$ cat config.mk
export PLATFORM = sky130hd
export DESIGN_NAME = iasb_status_bank
export DESIGN_NICKNAME = d
export VERILOG_FILES = /design/src/rtl/iasb_pkg.sv /design/src/rtl/iasb_status_bank.sv
export SDC_FILE = /design/constraint.sdc
export NUM_CORES = 1
export LEC_CHECK = 0
export ABC_AREA = 1
export BUFFER_PORTS_ARGS = -buffer_cell sky130_fd_sc_hd__buf_4
export CORE_ASPECT_RATIO = 0.5
export CORE_MARGIN = 5
export CORE_UTILIZATION = 37
export DETAILED_ROUTE_END_ITERATION = 7
export GPL_ROUTABILITY_DRIVEN = 0
export GPL_TIMING_DRIVEN = 0
export PLACE_DENSITY = 0.82
export SETUP_SLACK_MARGIN = 0.4
export SLEW_MARGIN = 20
export SYNTH_ARGS = -nofsm -noshare
export SYNTH_HDL_FRONTEND = slang
export SYNTH_SLANG_ARGS = --single-unit
$ cat constraint.sdc
create_clock -name i_clk -period 1.2 [get_ports i_clk]
set_input_delay 0.18 -clock i_clk [delete_from_list [all_inputs] [get_ports i_clk]]
set_output_delay 0.18 -clock i_clk [all_outputs]
set_load 0.02 [all_outputs]
$ cat src/rtl/iasb_pkg.sv
// Purpose: Constants for the alarm status bank of the input/output module.
// Assumes: Sixteen-bit register words addressed by their printed offsets.
// Notes:   Masks keep reserved bit positions at zero.
`default_nettype none

package iasb_pkg;

    // ----------------------------------------------------------------
    // Register offsets
    // ----------------------------------------------------------------
    localparam logic [15:0] IASB_APP_STATUS_ADDR   = 16'h3927;
    localparam logic [15:0] IASB_APP_QUAL_ADDR     = 16'h3928;
    localparam logic [15:0] IASB_CRADLE_QUAL_ADDR  = 16'h3997;
    localparam logic [15:0] IASB_CRADLE_ADDR       = 16'h3998;
    localparam logic [15:0] IASB_MOTOR_QUAL_ADDR   = 16'h3999;
    localparam logic [15:0] IASB_MOTOR_ADDR        = 16'h399A;
    localparam logic [15:0] IASB_OTHER_QUAL_ADDR   = 16'h399B;
    localparam logic [15:0] IASB_OTHER_ADDR        = 16'h399C;
    localparam logic [15:0] IASB_INPUT_QUAL_ADDR   = 16'h399D;
    localparam logic [15:0] IASB_INPUT_ADDR        = 16'h399E;
    localparam logic [15:0] IASB_MISMATCH_QUAL_ADDR = 16'h399F;
    localparam logic [15:0] IASB_MISMATCH_ADDR     = 16'h39A0;
    localparam logic [15:0] IASB_RSVD_FIRST_ADDR   = 16'h39A1;
    localparam logic [15:0] IASB_RSVD_LAST_ADDR    = 16'h39A6;

    // ----------------------------------------------------------------
    // Defined bit masks
    // ----------------------------------------------------------------
    // Cradle word: bits 0 to 4 and bit 8.
    localparam logic [15:0] IASB_CRADLE_MASK   = 16'h011F;
    // Motor word: every bit reserved.
    localparam logic [15:0] IASB_MOTOR_MASK    = 16'h0000;
    // Other application word: bits 0 to 2.
    localparam logic [15:0] IASB_OTHER_MASK    = 16'h0007;
    // Predefined input word: bits 0 to 9.
    localparam logic [15:0] IASB_INPUT_MASK    = 16'h03FF;
    // Discrepancy word: bits 0 to 3.
    localparam logic [15:0] IASB_MISMATCH_MASK = 16'h000F;
    // Application status word: bit 0 only.
    localparam logic [15:0] IASB_APP_MASK      = 16'h0001;

    localparam logic [15:0] IASB_ZERO_WORD     = 16'h0000;

endpackage : iasb_pkg

`default_nettype wire

$ cat src/rtl/iasb_status_bank.sv
// Purpose: Read-only alarm status bank with per-bit quality words.
// Assumes: Alarm and validity words come from application logic on i_clk.
// Notes:   Reads answer one cycle later; writes are never stored.
`default_nettype none

module iasb_status_bank
    import iasb_pkg::*;
(
    input  wire logic        i_clk,
    input  wire logic        i_rst_n,
    input  wire logic        i_rd_en,
    input  wire logic        i_wr_en,
    input  wire logic [15:0] i_addr,
    input  wire logic [15:0] i_cradle_alarm,
    input  wire logic [15:0] i_cradle_valid,
    input  wire logic [15:0] i_other_alarm,
    input  wire logic [15:0] i_other_valid,
    input  wire logic [15:0] i_input_alarm,
    input  wire logic [15:0] i_input_valid,
    input  wire logic [15:0] i_mismatch_alarm,
    input  wire logic [15:0] i_mismatch_valid,
    input  wire logic        i_app_enable,
    input  wire logic        i_app_valid,
    output logic      [15:0] o_rd_data,
    output logic             o_rd_valid,
    output logic             o_rd_hit,
    output logic             o_wr_refused
);

    // ----------------------------------------------------------------
    // Status snapshots
    // ----------------------------------------------------------------
    logic [15:0] cradle_ff;
    logic [15:0] cradle_q_ff;
    logic [15:0] other_ff;
    logic [15:0] other_q_ff;
    logic [15:0] input_ff;
    logic [15:0] input_q_ff;
    logic [15:0] mismatch_ff;
    logic [15:0] mismatch_q_ff;
    logic [15:0] app_ff;
    logic [15:0] app_q_ff;

    wire  [15:0] nxt_cradle     = i_cradle_alarm & IASB_CRADLE_MASK;
    wire  [15:0] nxt_cradle_q   = i_cradle_valid & IASB_CRADLE_MASK;
    wire  [15:0] nxt_other      = i_other_alarm & IASB_OTHER_MASK;
    wire  [15:0] nxt_input      = i_input_alarm & IASB_INPUT_MASK;
    wire  [15:0] nxt_mismatch   = i_mismatch_alarm & IASB_MISMATCH_MASK;
    wire  [15:0] nxt_other_q    = i_other_valid & IASB_OTHER_MASK;
    wire  [15:0] nxt_input_q    = i_input_valid & IASB_INPUT_MASK;
    wire  [15:0] nxt_mismatch_q = i_mismatch_valid & IASB_MISMATCH_MASK;
    wire  [15:0] nxt_app        = {15'h0000, i_app_enable} & IASB_APP_MASK;
    wire  [15:0] nxt_app_q      = {15'h0000, i_app_valid} & IASB_APP_MASK;

    // Snapshots cost one cycle of latency but keep the read mux off the raw inputs.
    always_ff @(posedge i_clk) begin
        if (!i_rst_n) begin
            cradle_ff     <= IASB_ZERO_WORD;
            cradle_q_ff   <= IASB_ZERO_WORD;
            other_ff      <= IASB_ZERO_WORD;
            other_q_ff    <= IASB_ZERO_WORD;
            input_ff      <= IASB_ZERO_WORD;
            input_q_ff    <= IASB_ZERO_WORD;
            mismatch_ff   <= IASB_ZERO_WORD;
            mismatch_q_ff <= IASB_ZERO_WORD;
            app_ff        <= IASB_ZERO_WORD;
            app_q_ff      <= IASB_ZERO_WORD;
        end else begin
            cradle_ff     <= nxt_cradle;
            cradle_q_ff   <= nxt_cradle_q;
            other_ff      <= nxt_other;
            other_q_ff    <= nxt_other_q;
            input_ff      <= nxt_input;
            input_q_ff    <= nxt_input_q;
            mismatch_ff   <= nxt_mismatch;
            mismatch_q_ff <= nxt_mismatch_q;
            app_ff        <= nxt_app;
            app_q_ff      <= nxt_app_q;
        end
    end

    // ----------------------------------------------------------------
    // Address decode and read selection
    // ----------------------------------------------------------------
    wire sel_app      = (i_addr == IASB_APP_STATUS_ADDR);
    wire sel_app_q    = (i_addr == IASB_APP_QUAL_ADDR);
    wire sel_cradle_q = (i_addr == IASB_CRADLE_QUAL_ADDR);
    wire sel_cradle   = (i_addr == IASB_CRADLE_ADDR);
    wire sel_motor_q  = (i_addr == IASB_MOTOR_QUAL_ADDR);
    wire sel_motor    = (i_addr == IASB_MOTOR_ADDR);
    wire sel_other_q  = (i_addr == IASB_OTHER_QUAL_ADDR);
    wire sel_other    = (i_addr == IASB_OTHER_ADDR);
    wire sel_input_q  = (i_addr == IASB_INPUT_QUAL_ADDR);
    wire sel_input    = (i_addr == IASB_INPUT_ADDR);
    wire sel_mism_q   = (i_addr == IASB_MISMATCH_QUAL_ADDR);
    wire sel_mism     = (i_addr == IASB_MISMATCH_ADDR);
    wire sel_rsvd     = (i_addr >= IASB_RSVD_FIRST_ADDR) && (i_addr <= IASB_RSVD_LAST_ADDR);

    wire bank_hit = sel_app | sel_app_q | sel_cradle_q | sel_cradle | sel_motor_q
                  | sel_motor | sel_other_q | sel_other | sel_input_q | sel_input
                  | sel_mism_q | sel_mism | sel_rsvd;

    // Motor words answer with no defined alarm.
    wire [15:0] motor_word = IASB_ZERO_WORD & IASB_MOTOR_MASK;

    // Reserved span and unknown addresses read zero.
    wire [15:0] rd_word =
          sel_app      ? app_ff
        : sel_app_q    ? app_q_ff
        : sel_cradle_q ? cradle_q_ff
        : sel_cradle   ? cradle_ff
        : sel_motor_q  ? motor_word
        : sel_motor    ? motor_word
        : sel_other_q  ? other_q_ff
        : sel_other    ? other_ff
        : sel_input_q  ? input_q_ff
        : sel_input    ? input_ff
        : sel_mism_q   ? mismatch_q_ff
        : sel_mism     ? mismatch_ff
        : IASB_ZERO_WORD;

    // ----------------------------------------------------------------
    // Read answer and write refusal
    // ----------------------------------------------------------------
    wire [15:0] nxt_rd_data    = i_rd_en ? rd_word : IASB_ZERO_WORD;
    wire        nxt_rd_hit     = i_rd_en & bank_hit;
    wire        nxt_wr_refused = i_wr_en & bank_hit;

    always_ff @(posedge i_clk) begin
        if (!i_rst_n) begin
            o_rd_data    <= IASB_ZERO_WORD;
            o_rd_valid   <= 1'b0;
            o_rd_hit     <= 1'b0;
            o_wr_refused <= 1'b0;
        end else begin
            o_rd_data    <= nxt_rd_data;
            o_rd_valid   <= i_rd_en;
            o_rd_hit     <= nxt_rd_hit;
            o_wr_refused <= nxt_wr_refused;
        end
    end

    // ----------------------------------------------------------------
    // Checks
    // ----------------------------------------------------------------
    // Two cycles out of reset before the snapshots reflect live inputs.
    logic [1:0] arm_ff;
    always_ff @(posedge i_clk) begin
        if (!i_rst_n) begin
            arm_ff <= 2'h0;
        end else begin
            arm_ff <= {arm_ff[0], 1'b1};
        end
    end
    wire armed = arm_ff[1];
endmodule // iasb_status_bank

`default_nettype wire

* Word level (Yosys, flattened, before mapping)
Index checks and enable logic that the tools add are counted.
Word-level totals: output and inout bits 19, register bits 179, word-level logic and storage cells 66
Operators by class: equality and inequality tests 12, magnitude comparators 2, bitwise operators 14, reductions and logical operators 2, multiplexer cells 12
Operators by type and width (number):
- 16-bit by 14-bit == test with 1-bit output, second input constant | 12
- 16-bit two-way mux | 12
- 16-bit by 14-bit greater-or-equal comparator with 1-bit output, second input constant | 1
- 16-bit by 14-bit less-or-equal comparator with 1-bit output, second input constant | 1
- 1-bit bitwise OR | 12
- 1-bit bitwise AND | 2
- 2-bit AND reduction | 1
- 1-bit logical AND | 1

* Longest topological paths before layout
Gate-level depths: netlist of the first run.
depth in word-level cells 14, depth in mapped cells 15, depth with buffers taken out 15

* Worst setup path before layout of the first run
Ideal clock, no wire load.
kind in2reg, start input i_addr[9], end register o_rd_data[2], path slack -103 ps, arrival 1195 ps, library setup time 109 ps, stages on the path 13, cells stage by stage inv_1 > nand2_1 > nor2_2 > nand2_2 > inv_2 > nand2_4 > nor3_2 > inv_2 > nand2_1 > inv_2 > o21a_1 > nand2_1 > inv_1
On the way: word-level cells in the longest chain between the ends 13, elaborated cells on any way between the ends 24, classes of those cells eq/ne: 12; mux: 12
RTL lines:
- start, declared | line iasb_status_bank.sv:13 | input wire logic [15:0] i_addr,
- 16-bit by 14-bit == test with 1-bit output | line iasb_status_bank.sv:96 | wire sel_mism = (i_addr == IASB_MISMATCH_ADDR);
- 16-bit two-way mux | line iasb_status_bank.sv:119 | : sel_mism ? mismatch_ff
- 16-bit two-way mux | line iasb_status_bank.sv:118 | : sel_mism_q ? mismatch_q_ff
- 16-bit two-way mux | line iasb_status_bank.sv:117 | : sel_input ? input_ff
- 16-bit two-way mux | line iasb_status_bank.sv:116 | : sel_input_q ? input_q_ff
- 16-bit two-way mux | line iasb_status_bank.sv:115 | : sel_other ? other_ff
- 16-bit two-way mux | line iasb_status_bank.sv:114 | : sel_other_q ? other_q_ff
- 16-bit two-way mux | line iasb_status_bank.sv:113 | : sel_motor ? motor_word
- 16-bit two-way mux | line iasb_status_bank.sv:112 | : sel_motor_q ? motor_word
- 16-bit two-way mux | line iasb_status_bank.sv:111 | : sel_cradle ? cradle_ff
- 16-bit two-way mux | line iasb_status_bank.sv:110 | : sel_cradle_q ? cradle_q_ff
- 16-bit two-way mux | line iasb_status_bank.sv:109 | : sel_app_q ? app_q_ff
- 16-bit two-way mux * | line iasb_status_bank.sv:108 | sel_app ? app_ff
- end signal, assigned | line iasb_status_bank.sv:136 | o_rd_data <= nxt_rd_data;
- end, declared | line iasb_status_bank.sv:24 | output logic [15:0] o_rd_data,
Mark *: on every way between the ends. The rest lies on a longest branch, timed or not. A chain may end at the register's enable or synchronous reset.

* Worst setup path in the final report of the first run
start input i_addr[14], end register o_rd_data[0]
The elaborated chain is that of the path after synthesis.

==> flow_summary_export.csv, run 1 <==
group,metric,value,unit
run_status,outcome,"finished with violations",
run_status,violations_in_the_final_reports,"negative setup slack",
final_layout,layout.cells.most_common_list,"79 x sky130_fd_sc_hd__nand2_1, 78 x sky130_fd_sc_hd__buf_4, 61 x sky130_fd_sc_hd__inv_1",
final_layout,leading_cell_type_in_the_layout_fill_and_taps_excluded,"sky130_fd_sc_hd__nand2_1",
cts,ctsRootBufferMaster,"sky130_fd_sc_hd__clkbuf_16",
sta,timing.final.crit_share,104.2,%
sta,whs,0.03932,ns
worst_setup_path,worst_path_max_delay_cell,"sky130_fd_sc_hd__nor2_4",
synthesis,postSynthCellCount,335,
worst_setup_path,critPathKind,"input pin to flip-flop",
synthesis,ys_seq_area_share,48.34,%
worst_setup_path,critPathMaxStageDelay,0.15,ns
final_layout,antenna-diode-count,0,
synthesis,dominantRegCellSynth,"sky130_fd_sc_hd__dfxtp_1",
sta,final_setup_violation_count,3,
sta,timing_hold_violations_final,0,
worst_setup_path,worstRegToRegCells,10,
cts,max-clock-path-buffers,2,
worst_setup_path,crit_path_start_kind,"input pin",
worst_setup_path,crit_path_end_kind,"flip-flop",
power_and_ir_drop,power_frac_seq,44.4,%
floorplan,pin_count,169,
worst_setup_path,register_to_register_setup_slack,0.09,ns
placement,dp_hpwl,4.717,mm
power_and_ir_drop,p_per_area,1217,mW/mm2
detailed_routing,initialDrtViolationCount,125,
worst_setup_path,worst_r2r_endpoint,"o_rd_data[0]",
sta,max_freq,799.8,MHz
final_layout,drive_above_1_share,44.17,%
global_route,globalRouteTotalUtil,16.43,%
worst_setup_path,worstReg2RegStart,"mismatch_q_ff[0]",
synthesis,proportion_of_register_bits_with_asynchronous_set_or_reset_after_synthesis,0,%
synthesis,synth_top_area_share,48.34,%
synthesis,post_synthesis_sequential_element_count,61,
synthesis,syn_avg_cell_area,7.541,um2
global_route,antenna_violations_before_repair,0,
synthesis,synthesis.yosys.warnings,0,
floorplan,fp.dieW,126.9,um
floorplan,die_area,0.008680,mm2
cts,cts_tree,"yes",
synthesis,ys_types,33,
cts,cts_buffer_count,9,
sta,totalNegativeSetupSlack,-0.08114,ns
detailed_routing,via_per_inst,4.476,
synthesis,post_synth_edffs,0,
synthesis,synth_fa_ha_area_share,0,%
final_layout,area_growth,57.31,%
synthesis,post_synth_mux_area_share,0,%
synthesis,complex_gate_fraction_of_the_synthesized_area,7.826,%
sta,finClkSkew,0.001438,ns
global_route,pin_count_of_the_biggest_net_entering_global_routing,11,
power_and_ir_drop,intPower,3.783,mW
synthesis,main_combinational_cell_family_by_area_after_synthesis,"simple AND/OR/NAND/NOR gates",
power_and_ir_drop,swShare,21.75,%
power_and_ir_drop,power_frac_clock,46.0,%
worst_setup_path,critical_path.max_fanout,5,
detailed_routing,avgRoutedWirePerCell,12.95,um
power_and_ir_drop,vdd.ir_drop.worst,687.1,uV
synthesis,share_of_the_synthesized_netlist_area_taken_by_xor_and_xnor_gates,0,%
detailed_routing,ant_nets,0,
global_route,number_of_global_route_vias_before_repair,2399,
synthesis,synth.area.top_cells,"sky130_fd_sc_hd__dfxtp_1 48%, sky130_fd_sc_hd__nand2_1 13%, sky130_fd_sc_hd__inv_1 11%",
final_layout,nets,592,
worst_setup_path,crit_required,1.46,ns
synthesis,synth_simple_gate_area_share,29.07,%
global_route,grt.overflow.total,0,
worst_setup_path,crit_end,"o_rd_data[0]",
worst_hold_path,timing.hold.worst.class,"input pin to flip-flop",
cts,clk_pin_slew_worst_paths,0.05,ns
power_and_ir_drop,total_leakage_power,2.232,nW
cts,cts_hold_buf,0,
detailed_routing,routed_wl,6.969,mm
floorplan,core,0.006648,mm2
power_and_ir_drop,power_frac_comb,9.6,%
worst_setup_path,worstPathArrival,1.51,ns
final_layout,num-fill-cells,535,
cts,htree_num_levels,3,
worst_setup_path,cp-startpoint,"i_addr[14]",
power_and_ir_drop,total_switching_power,1.052,mW
detailed_routing,firstDrtPassIters,4,
worst_setup_path,cp_cell_sequence,"buf_8 > inv_12 > nand2_4 > nor2_4 > nand2_4 > inv_2 > nand2_4 > nor2_4 > nand2_1 > nand2_1 > inv_1 > nand2_1 > nand2_1 > nand2_1 > nand2_1 > a21oi_2",
worst_setup_path,critical-path-top-cell-by-count,"sky130_fd_sc_hd__nand2_1",
floorplan,die_height,68.43,um
detailed_routing,drc,0,
sta,rsz0062_at_grt,"true",
job,drv_cap,0,
detailed_routing,route.vias.total,2408,
sta,drv_slew,0,
cts,insertion_delay,0.32,ns
synthesis,synthesized_area,0.002526,mm2
synthesis,synth_area_leader_cell,"sky130_fd_sc_hd__dfxtp_1",
placement,io_buffer_count,79,
floorplan,core.rowCount,21,
cts,clock_sink_count,61,
sta,fin_crit,1.250,ns
sta,finalWorstSetupSlack,-0.05027,ns
global_route,grt_pass1_wl,10.81,mm
placement,detailedPlace.worstSlack,-0.4446,ns
floorplan,initial_utilization,38.00,%
==> sequential cells by signal, summed over array words and instances, names as in the netlist <==
name and count:
input_ff 10, input_q_ff 10, o_rd_data 10, cradle_ff 6, cradle_q_ff 6, mismatch_ff 4, mismatch_q_ff 4, other_ff 3
other_q_ff 3, app_ff 1, app_q_ff 1, o_rd_hit 1, o_rd_valid 1, o_wr_refused 1
==> timing repair <==
action / 4_1_cts / 5_1_grt
endpoints found under the setup margin: 25 / 29
gates resized for setup: 43 / 41
pin swaps: 20 / 27
buffers inserted: 7 / 5
==> per-layer routing <==
metal | part of all wire (%) | GRT usage, %
met1 | 39 | 17.10
met4 | 3.6 | 8.155
met5 | 0 | 0
met3 | 6.0 | 7.015
met2 | 52 | 29.34
==> through the flow <==
step / std cells / instance area [um2] / power, mW / util [%]
2_1_floorplan: 340 / 2635 / 2.374 / -
3_3_place_gp: 511 / 3343 / 2.594 / 50.29
3_5_place_dp: 511 / 3343 / 2.606 / 50.29
4_1_cts: 533 / 3789 / 4.829 / 56.99
5_1_grt: 538 / 3974 / 5.041 / 59.78
6_report: 538 / 3974 / 4.835 / 59.78
==> synthesized netlist by cell type, types with 2 or more instances <==
master / number
sky130_fd_sc_hd__inv_1: 71
sky130_fd_sc_hd__a22oi_1: 4
sky130_fd_sc_hd__nor2_1: 23
sky130_fd_sc_hd__dfxtp_1: 61
sky130_fd_sc_hd__o21ai_0: 5
sky130_fd_sc_hd__nor3_2: 4
sky130_fd_sc_hd__nand3_1: 13
sky130_fd_sc_hd__nand2_4: 2
sky130_fd_sc_hd__clkbuf_1: 5
sky130_fd_sc_hd__nor2_2: 2
sky130_fd_sc_hd__nand4_1: 2
sky130_fd_sc_hd__nand2_2: 2
sky130_fd_sc_hd__a31oi_1: 2
sky130_fd_sc_hd__o211ai_1: 2
sky130_fd_sc_hd__nor2_4: 3
sky130_fd_sc_hd__nand3_2: 4
sky130_fd_sc_hd__buf_4: 6
sky130_fd_sc_hd__inv_2: 8
sky130_fd_sc_hd__nand2_1: 89
sky130_fd_sc_hd__a21oi_1: 12
sky130_fd_sc_hd__a21oi_2: 2
sky130_fd_sc_hd__nor3_4: 2
==> critical path: cells and delay by family <==
kind                   cells  cell delay, ns
AO/OA/AOI/OAI              1            0.13
buffers and inverters      4            0.28
AND/OR/NAND/NOR           11            0.94
==> power by group through the flow <==
stage	logic (mW)	registers, mW	clock network, mW
after floorplan	0.198	2.18	0
after global placement	0.415	2.18	0
after detailed placement	0.425	2.18	0
after CTS	0.442	2.14	2.24
after global routing	0.513	2.15	2.38
final	0.465	2.15	2.22
==> worst min-delay path by stage <==
stage | cells after the start | slack (ns) | startpoint | endpoint
floorplan | 2 | 0.28 | i_app_enable | app_ff[0]
global placement | 3 | 0.36 | i_cradle_valid[8] | cradle_q_ff[8]
detailed placement | 3 | 0.36 | i_mismatch_valid[1] | mismatch_q_ff[1]
CTS | 3 | 0.03 | i_mismatch_valid[1] | mismatch_q_ff[1]
global route | 3 | 0.03 | i_input_valid[2] | input_q_ff[2]
finish | 3 | 0.04 | i_mismatch_valid[1] | mismatch_q_ff[1]
==> layout make-up <==
class                   instances  area [um2]  area share, %
repair buffers                 91       770.7          19.40
clock inverters                 2       10.01         0.2519
multi-input cells             187        1176          29.60
plain buffers                  12       76.32          1.921
clock buffers                  13       250.2          6.297
well taps                      92       115.1          2.897
flip-flops and latches         61        1236          31.11
inverters                      80       339.1          8.533
==> cells by family (layout without fill, tap and decap cells) <==
logic type      count (synthesis)  count (layout)
simple gates                  150             150
buf+inv                        92             198
flops                          61              61
compound gates                 31              31
other cells                     1               6
(Power assumes the default switching activity.)
==> run 2: changes to the inputs <==
--- a/config.mk
+++ b/config.mk
@@ -17,3 +17,2 @@
 export SETUP_SLACK_MARGIN = 0.4
-export SLEW_MARGIN = 20
 export SYNTH_ARGS = -nofsm -noshare
==> constraint.sdc (replaced) <==
create_clock -name i_clk -period 1.2 [get_ports i_clk]
set_input_delay 0.3 -clock i_clk [delete_from_list [all_inputs] [get_ports i_clk]]
set_output_delay 0.3 -clock i_clk [all_outputs]
set_load 0.02 [all_outputs]
==> run 2 against run 1 <==
Via count is 2.6% lower. Core utilization shrank 1.0 points. The flow still finishes with violations (negative setup slack). Critical path type unchanged. Count of clock-buffer cells in the layout increased by 2. Die area is the same. Critical endpoint is now o_rd_data[1]. Highest routed layer unchanged. Register-to-register slack about the same. First-iteration DRC count increased by 34%. Clock power increased by 4%. Clock skew up 0.0031 ns. Hold slack improved by 0.11 ns.
==> flow_summary_export.csv, run 2 (synthesis gave the netlist of run 1 again) <==
group,metric,value,unit
sta,fin_crit,1.341,ns
worst_hold_path,timing.hold.worst.start,"i_input_alarm[7]",
worst_setup_path,critical_path.max_fanout,5,
worst_setup_path,crit_path_end_kind,"flip-flop",
final_layout,nets,590,
run_status,violations_in_the_final_reports,"negative setup slack",
final_layout,antenna-diode-count,0,
cts,ctsRootBufferMaster,"sky130_fd_sc_hd__clkbuf_16",
worst_hold_path,holdPathEnd,"input_ff[7]",
run_status,outcome,"finished with violations",
sta,final_setup_violation_count,12,
cts,htree_num_levels,3,
cts,clk_pin_slew_worst_paths,0.05,ns
detailed_routing,avgRoutedWirePerCell,12.24,um
detailed_routing,routed_wl,6.574,mm
placement,detailedPlace.worstSlack,-0.5760,ns
power_and_ir_drop,p_per_area,1257,mW/mm2
worst_setup_path,worstPathArrival,1.55,ns
global_route,pin_count_of_the_biggest_net_entering_global_routing,11,
placement,io_buffer_count,79,
cts,cts_hold_buf,0,
power_and_ir_drop,vdd.ir_drop.worst,725.2,uV
cts,cts_tree,"yes",
worst_setup_path,crit_required,1.41,ns
floorplan,core.rowCount,21,
final_layout,drive_above_1_share,41.12,%
worst_setup_path,worstReg2RegStart,"mismatch_q_ff[0]",
worst_setup_path,register_to_register_setup_slack,0.09,ns
sta,whs,0.1538,ns
floorplan,die_height,68.43,um
cts,clock_sink_count,61,
sta,drv_slew,0,
worst_setup_path,worstRegToRegCells,10,
worst_setup_path,critPathKind,"input pin to flip-flop",
sta,rsz0062_at_grt,"true",
placement,postPlaceCellArea,0.003367,mm2
global_route,grt.overflow.total,0,
detailed_routing,firstDrtPassIters,5,
global_route,globalRouteTotalUtil,14.79,%
floorplan,initial_utilization,38.00,%
cts,insertion_delay,0.32,ns
final_layout,finalCoreUtilization,58.74,%
final_layout,area_growth,54.58,%
final_layout,leading_cell_type_in_the_layout_fill_and_taps_excluded,"sky130_fd_sc_hd__nand2_1",
detailed_routing,ant_nets,0,
sta,finClkSkew,0.004499,ns
detailed_routing,via_per_inst,4.369,
power_and_ir_drop,total_leakage_power,2.211,nW
placement,dp_hpwl,4.637,mm
global_route,grt_pass1_wl,9.763,mm
worst_hold_path,worstHoldPathCells,3,
cts,cts_buffer_count,9,
placement,dpl.cell_count,511,
sta,timing.final.crit_share,111.7,%
final_layout,layout.cells.most_common_list,"79 x sky130_fd_sc_hd__nand2_1, 74 x sky130_fd_sc_hd__buf_4, 64 x sky130_fd_sc_hd__inv_1",
detailed_routing,route.vias.total,2346,
sta,finalWorstSetupSlack,-0.1409,ns
sta,max_freq,745.8,MHz
final_layout,final_area,0.003905,mm2
sta,totalNegativeSetupSlack,-0.9788,ns
power_and_ir_drop,fin_total_pwr,4.910,mW
floorplan,core,0.006648,mm2
cts,max-clock-path-buffers,2,
worst_setup_path,crit_path_start_kind,"input pin",
global_route,number_of_global_route_vias_before_repair,2193,
global_route,antenna_violations_before_repair,0,
worst_setup_path,worst_r2r_endpoint,"o_rd_data[0]",
floorplan,fp.dieW,126.9,um
job,drv_cap,0,
final_layout,num-fill-cells,543,
worst_hold_path,timing.hold.worst.class,"input pin to flip-flop",
floorplan,pin_count,169,
floorplan,die_area,0.008680,mm2
detailed_routing,initialDrtViolationCount,168,
sta,timing_hold_violations_final,0,
final_layout,largestRegisters,"input_ff x10, input_q_ff x10, o_rd_data x10",
detailed_routing,drc,0,
final_layout,finalNonFillerCells,537,
[run 2: cell types whose count changed in the layout (fill, tap and decap cells not counted), sizes merged]
| cell | delta |
|---|---|
| clkinv | -2 |
| clkbuf | +2 |
| buf | -2 |
| inv | +1 |
[run 2: metal layers]
layer | up-vias | track usage, % | wire (um)
met2 | 82 | 26.71 | 3336
met3 | 15 | 5.846 | 501
met4 | 0 | 5.481 | 142
met5 | - | 0 | 0
li1 | 1201 | - | -
met1 | 1048 | 16.13 | 2594
[run 2: area by class of cell]
cell class	count	area [um2]	area share, %
Inverter	80	339.1	8.683
Sequential cell	61	1236	31.66
Tap cell	92	115.1	2.948
Multi-Input combinational cell	187	1092	27.97
Clock inverter	1	5.005	0.1282
Timing Repair Buffer	89	750.7	19.22
Clock buffer	15	267.8	6.857
Buffer	12	98.84	2.531
[run 2: how the worst max path moves through the flow]
stage / startpoint / to / slack, ns / cells past startpoint
3_3_place_gp: i_addr[14] / o_rd_data[0] / -0.54 / 15
4_1_cts: i_addr[9] / o_rd_data[0] / -0.08 / 16
3_5_place_dp: i_addr[14] / o_rd_data[0] / -0.58 / 15
6_report: i_addr[5] / o_rd_data[1] / -0.14 / 11
2_1_floorplan: i_addr[14] / o_rd_data[0] / -0.20 / 15
5_1_grt: i_addr[14] / o_rd_data[0] / -0.25 / 16
[run 2: critical path: stages]
cell and delay, ns:
sky130_fd_sc_hd__buf_4 0.14, sky130_fd_sc_hd__nor2_4 0.19, sky130_fd_sc_hd__nand3b_2 0.16, sky130_fd_sc_hd__nor2_4 0.17, sky130_fd_sc_hd__inv_1 0.08, sky130_fd_sc_hd__nor2_1 0.12, sky130_fd_sc_hd__nor2_1 0.07, sky130_fd_sc_hd__nand2_1 0.06
sky130_fd_sc_hd__nand3_1 0.08, sky130_fd_sc_hd__nand2_1 0.11, sky130_fd_sc_hd__a21oi_2 0.06
[run 2: repair_timing]
item | 4_1_cts | 5_1_grt
gates resized for setup | 48 | 14
endpoints found under the setup margin | 25 | 25
endpoints found under the hold margin | 0 | 0
pin swaps | 21 | 14
setup buffers | 6 | 4
[run 2: power breakdown]
| part | total [mW] | internal, mW | switching (mW) |
|---|---|---|---|
| clock network | 2.31 | 1.50 | 0.806 |
| registers | 2.15 | 2.12 | 0.0260 |
| logic | 0.456 | 0.237 | 0.219 |
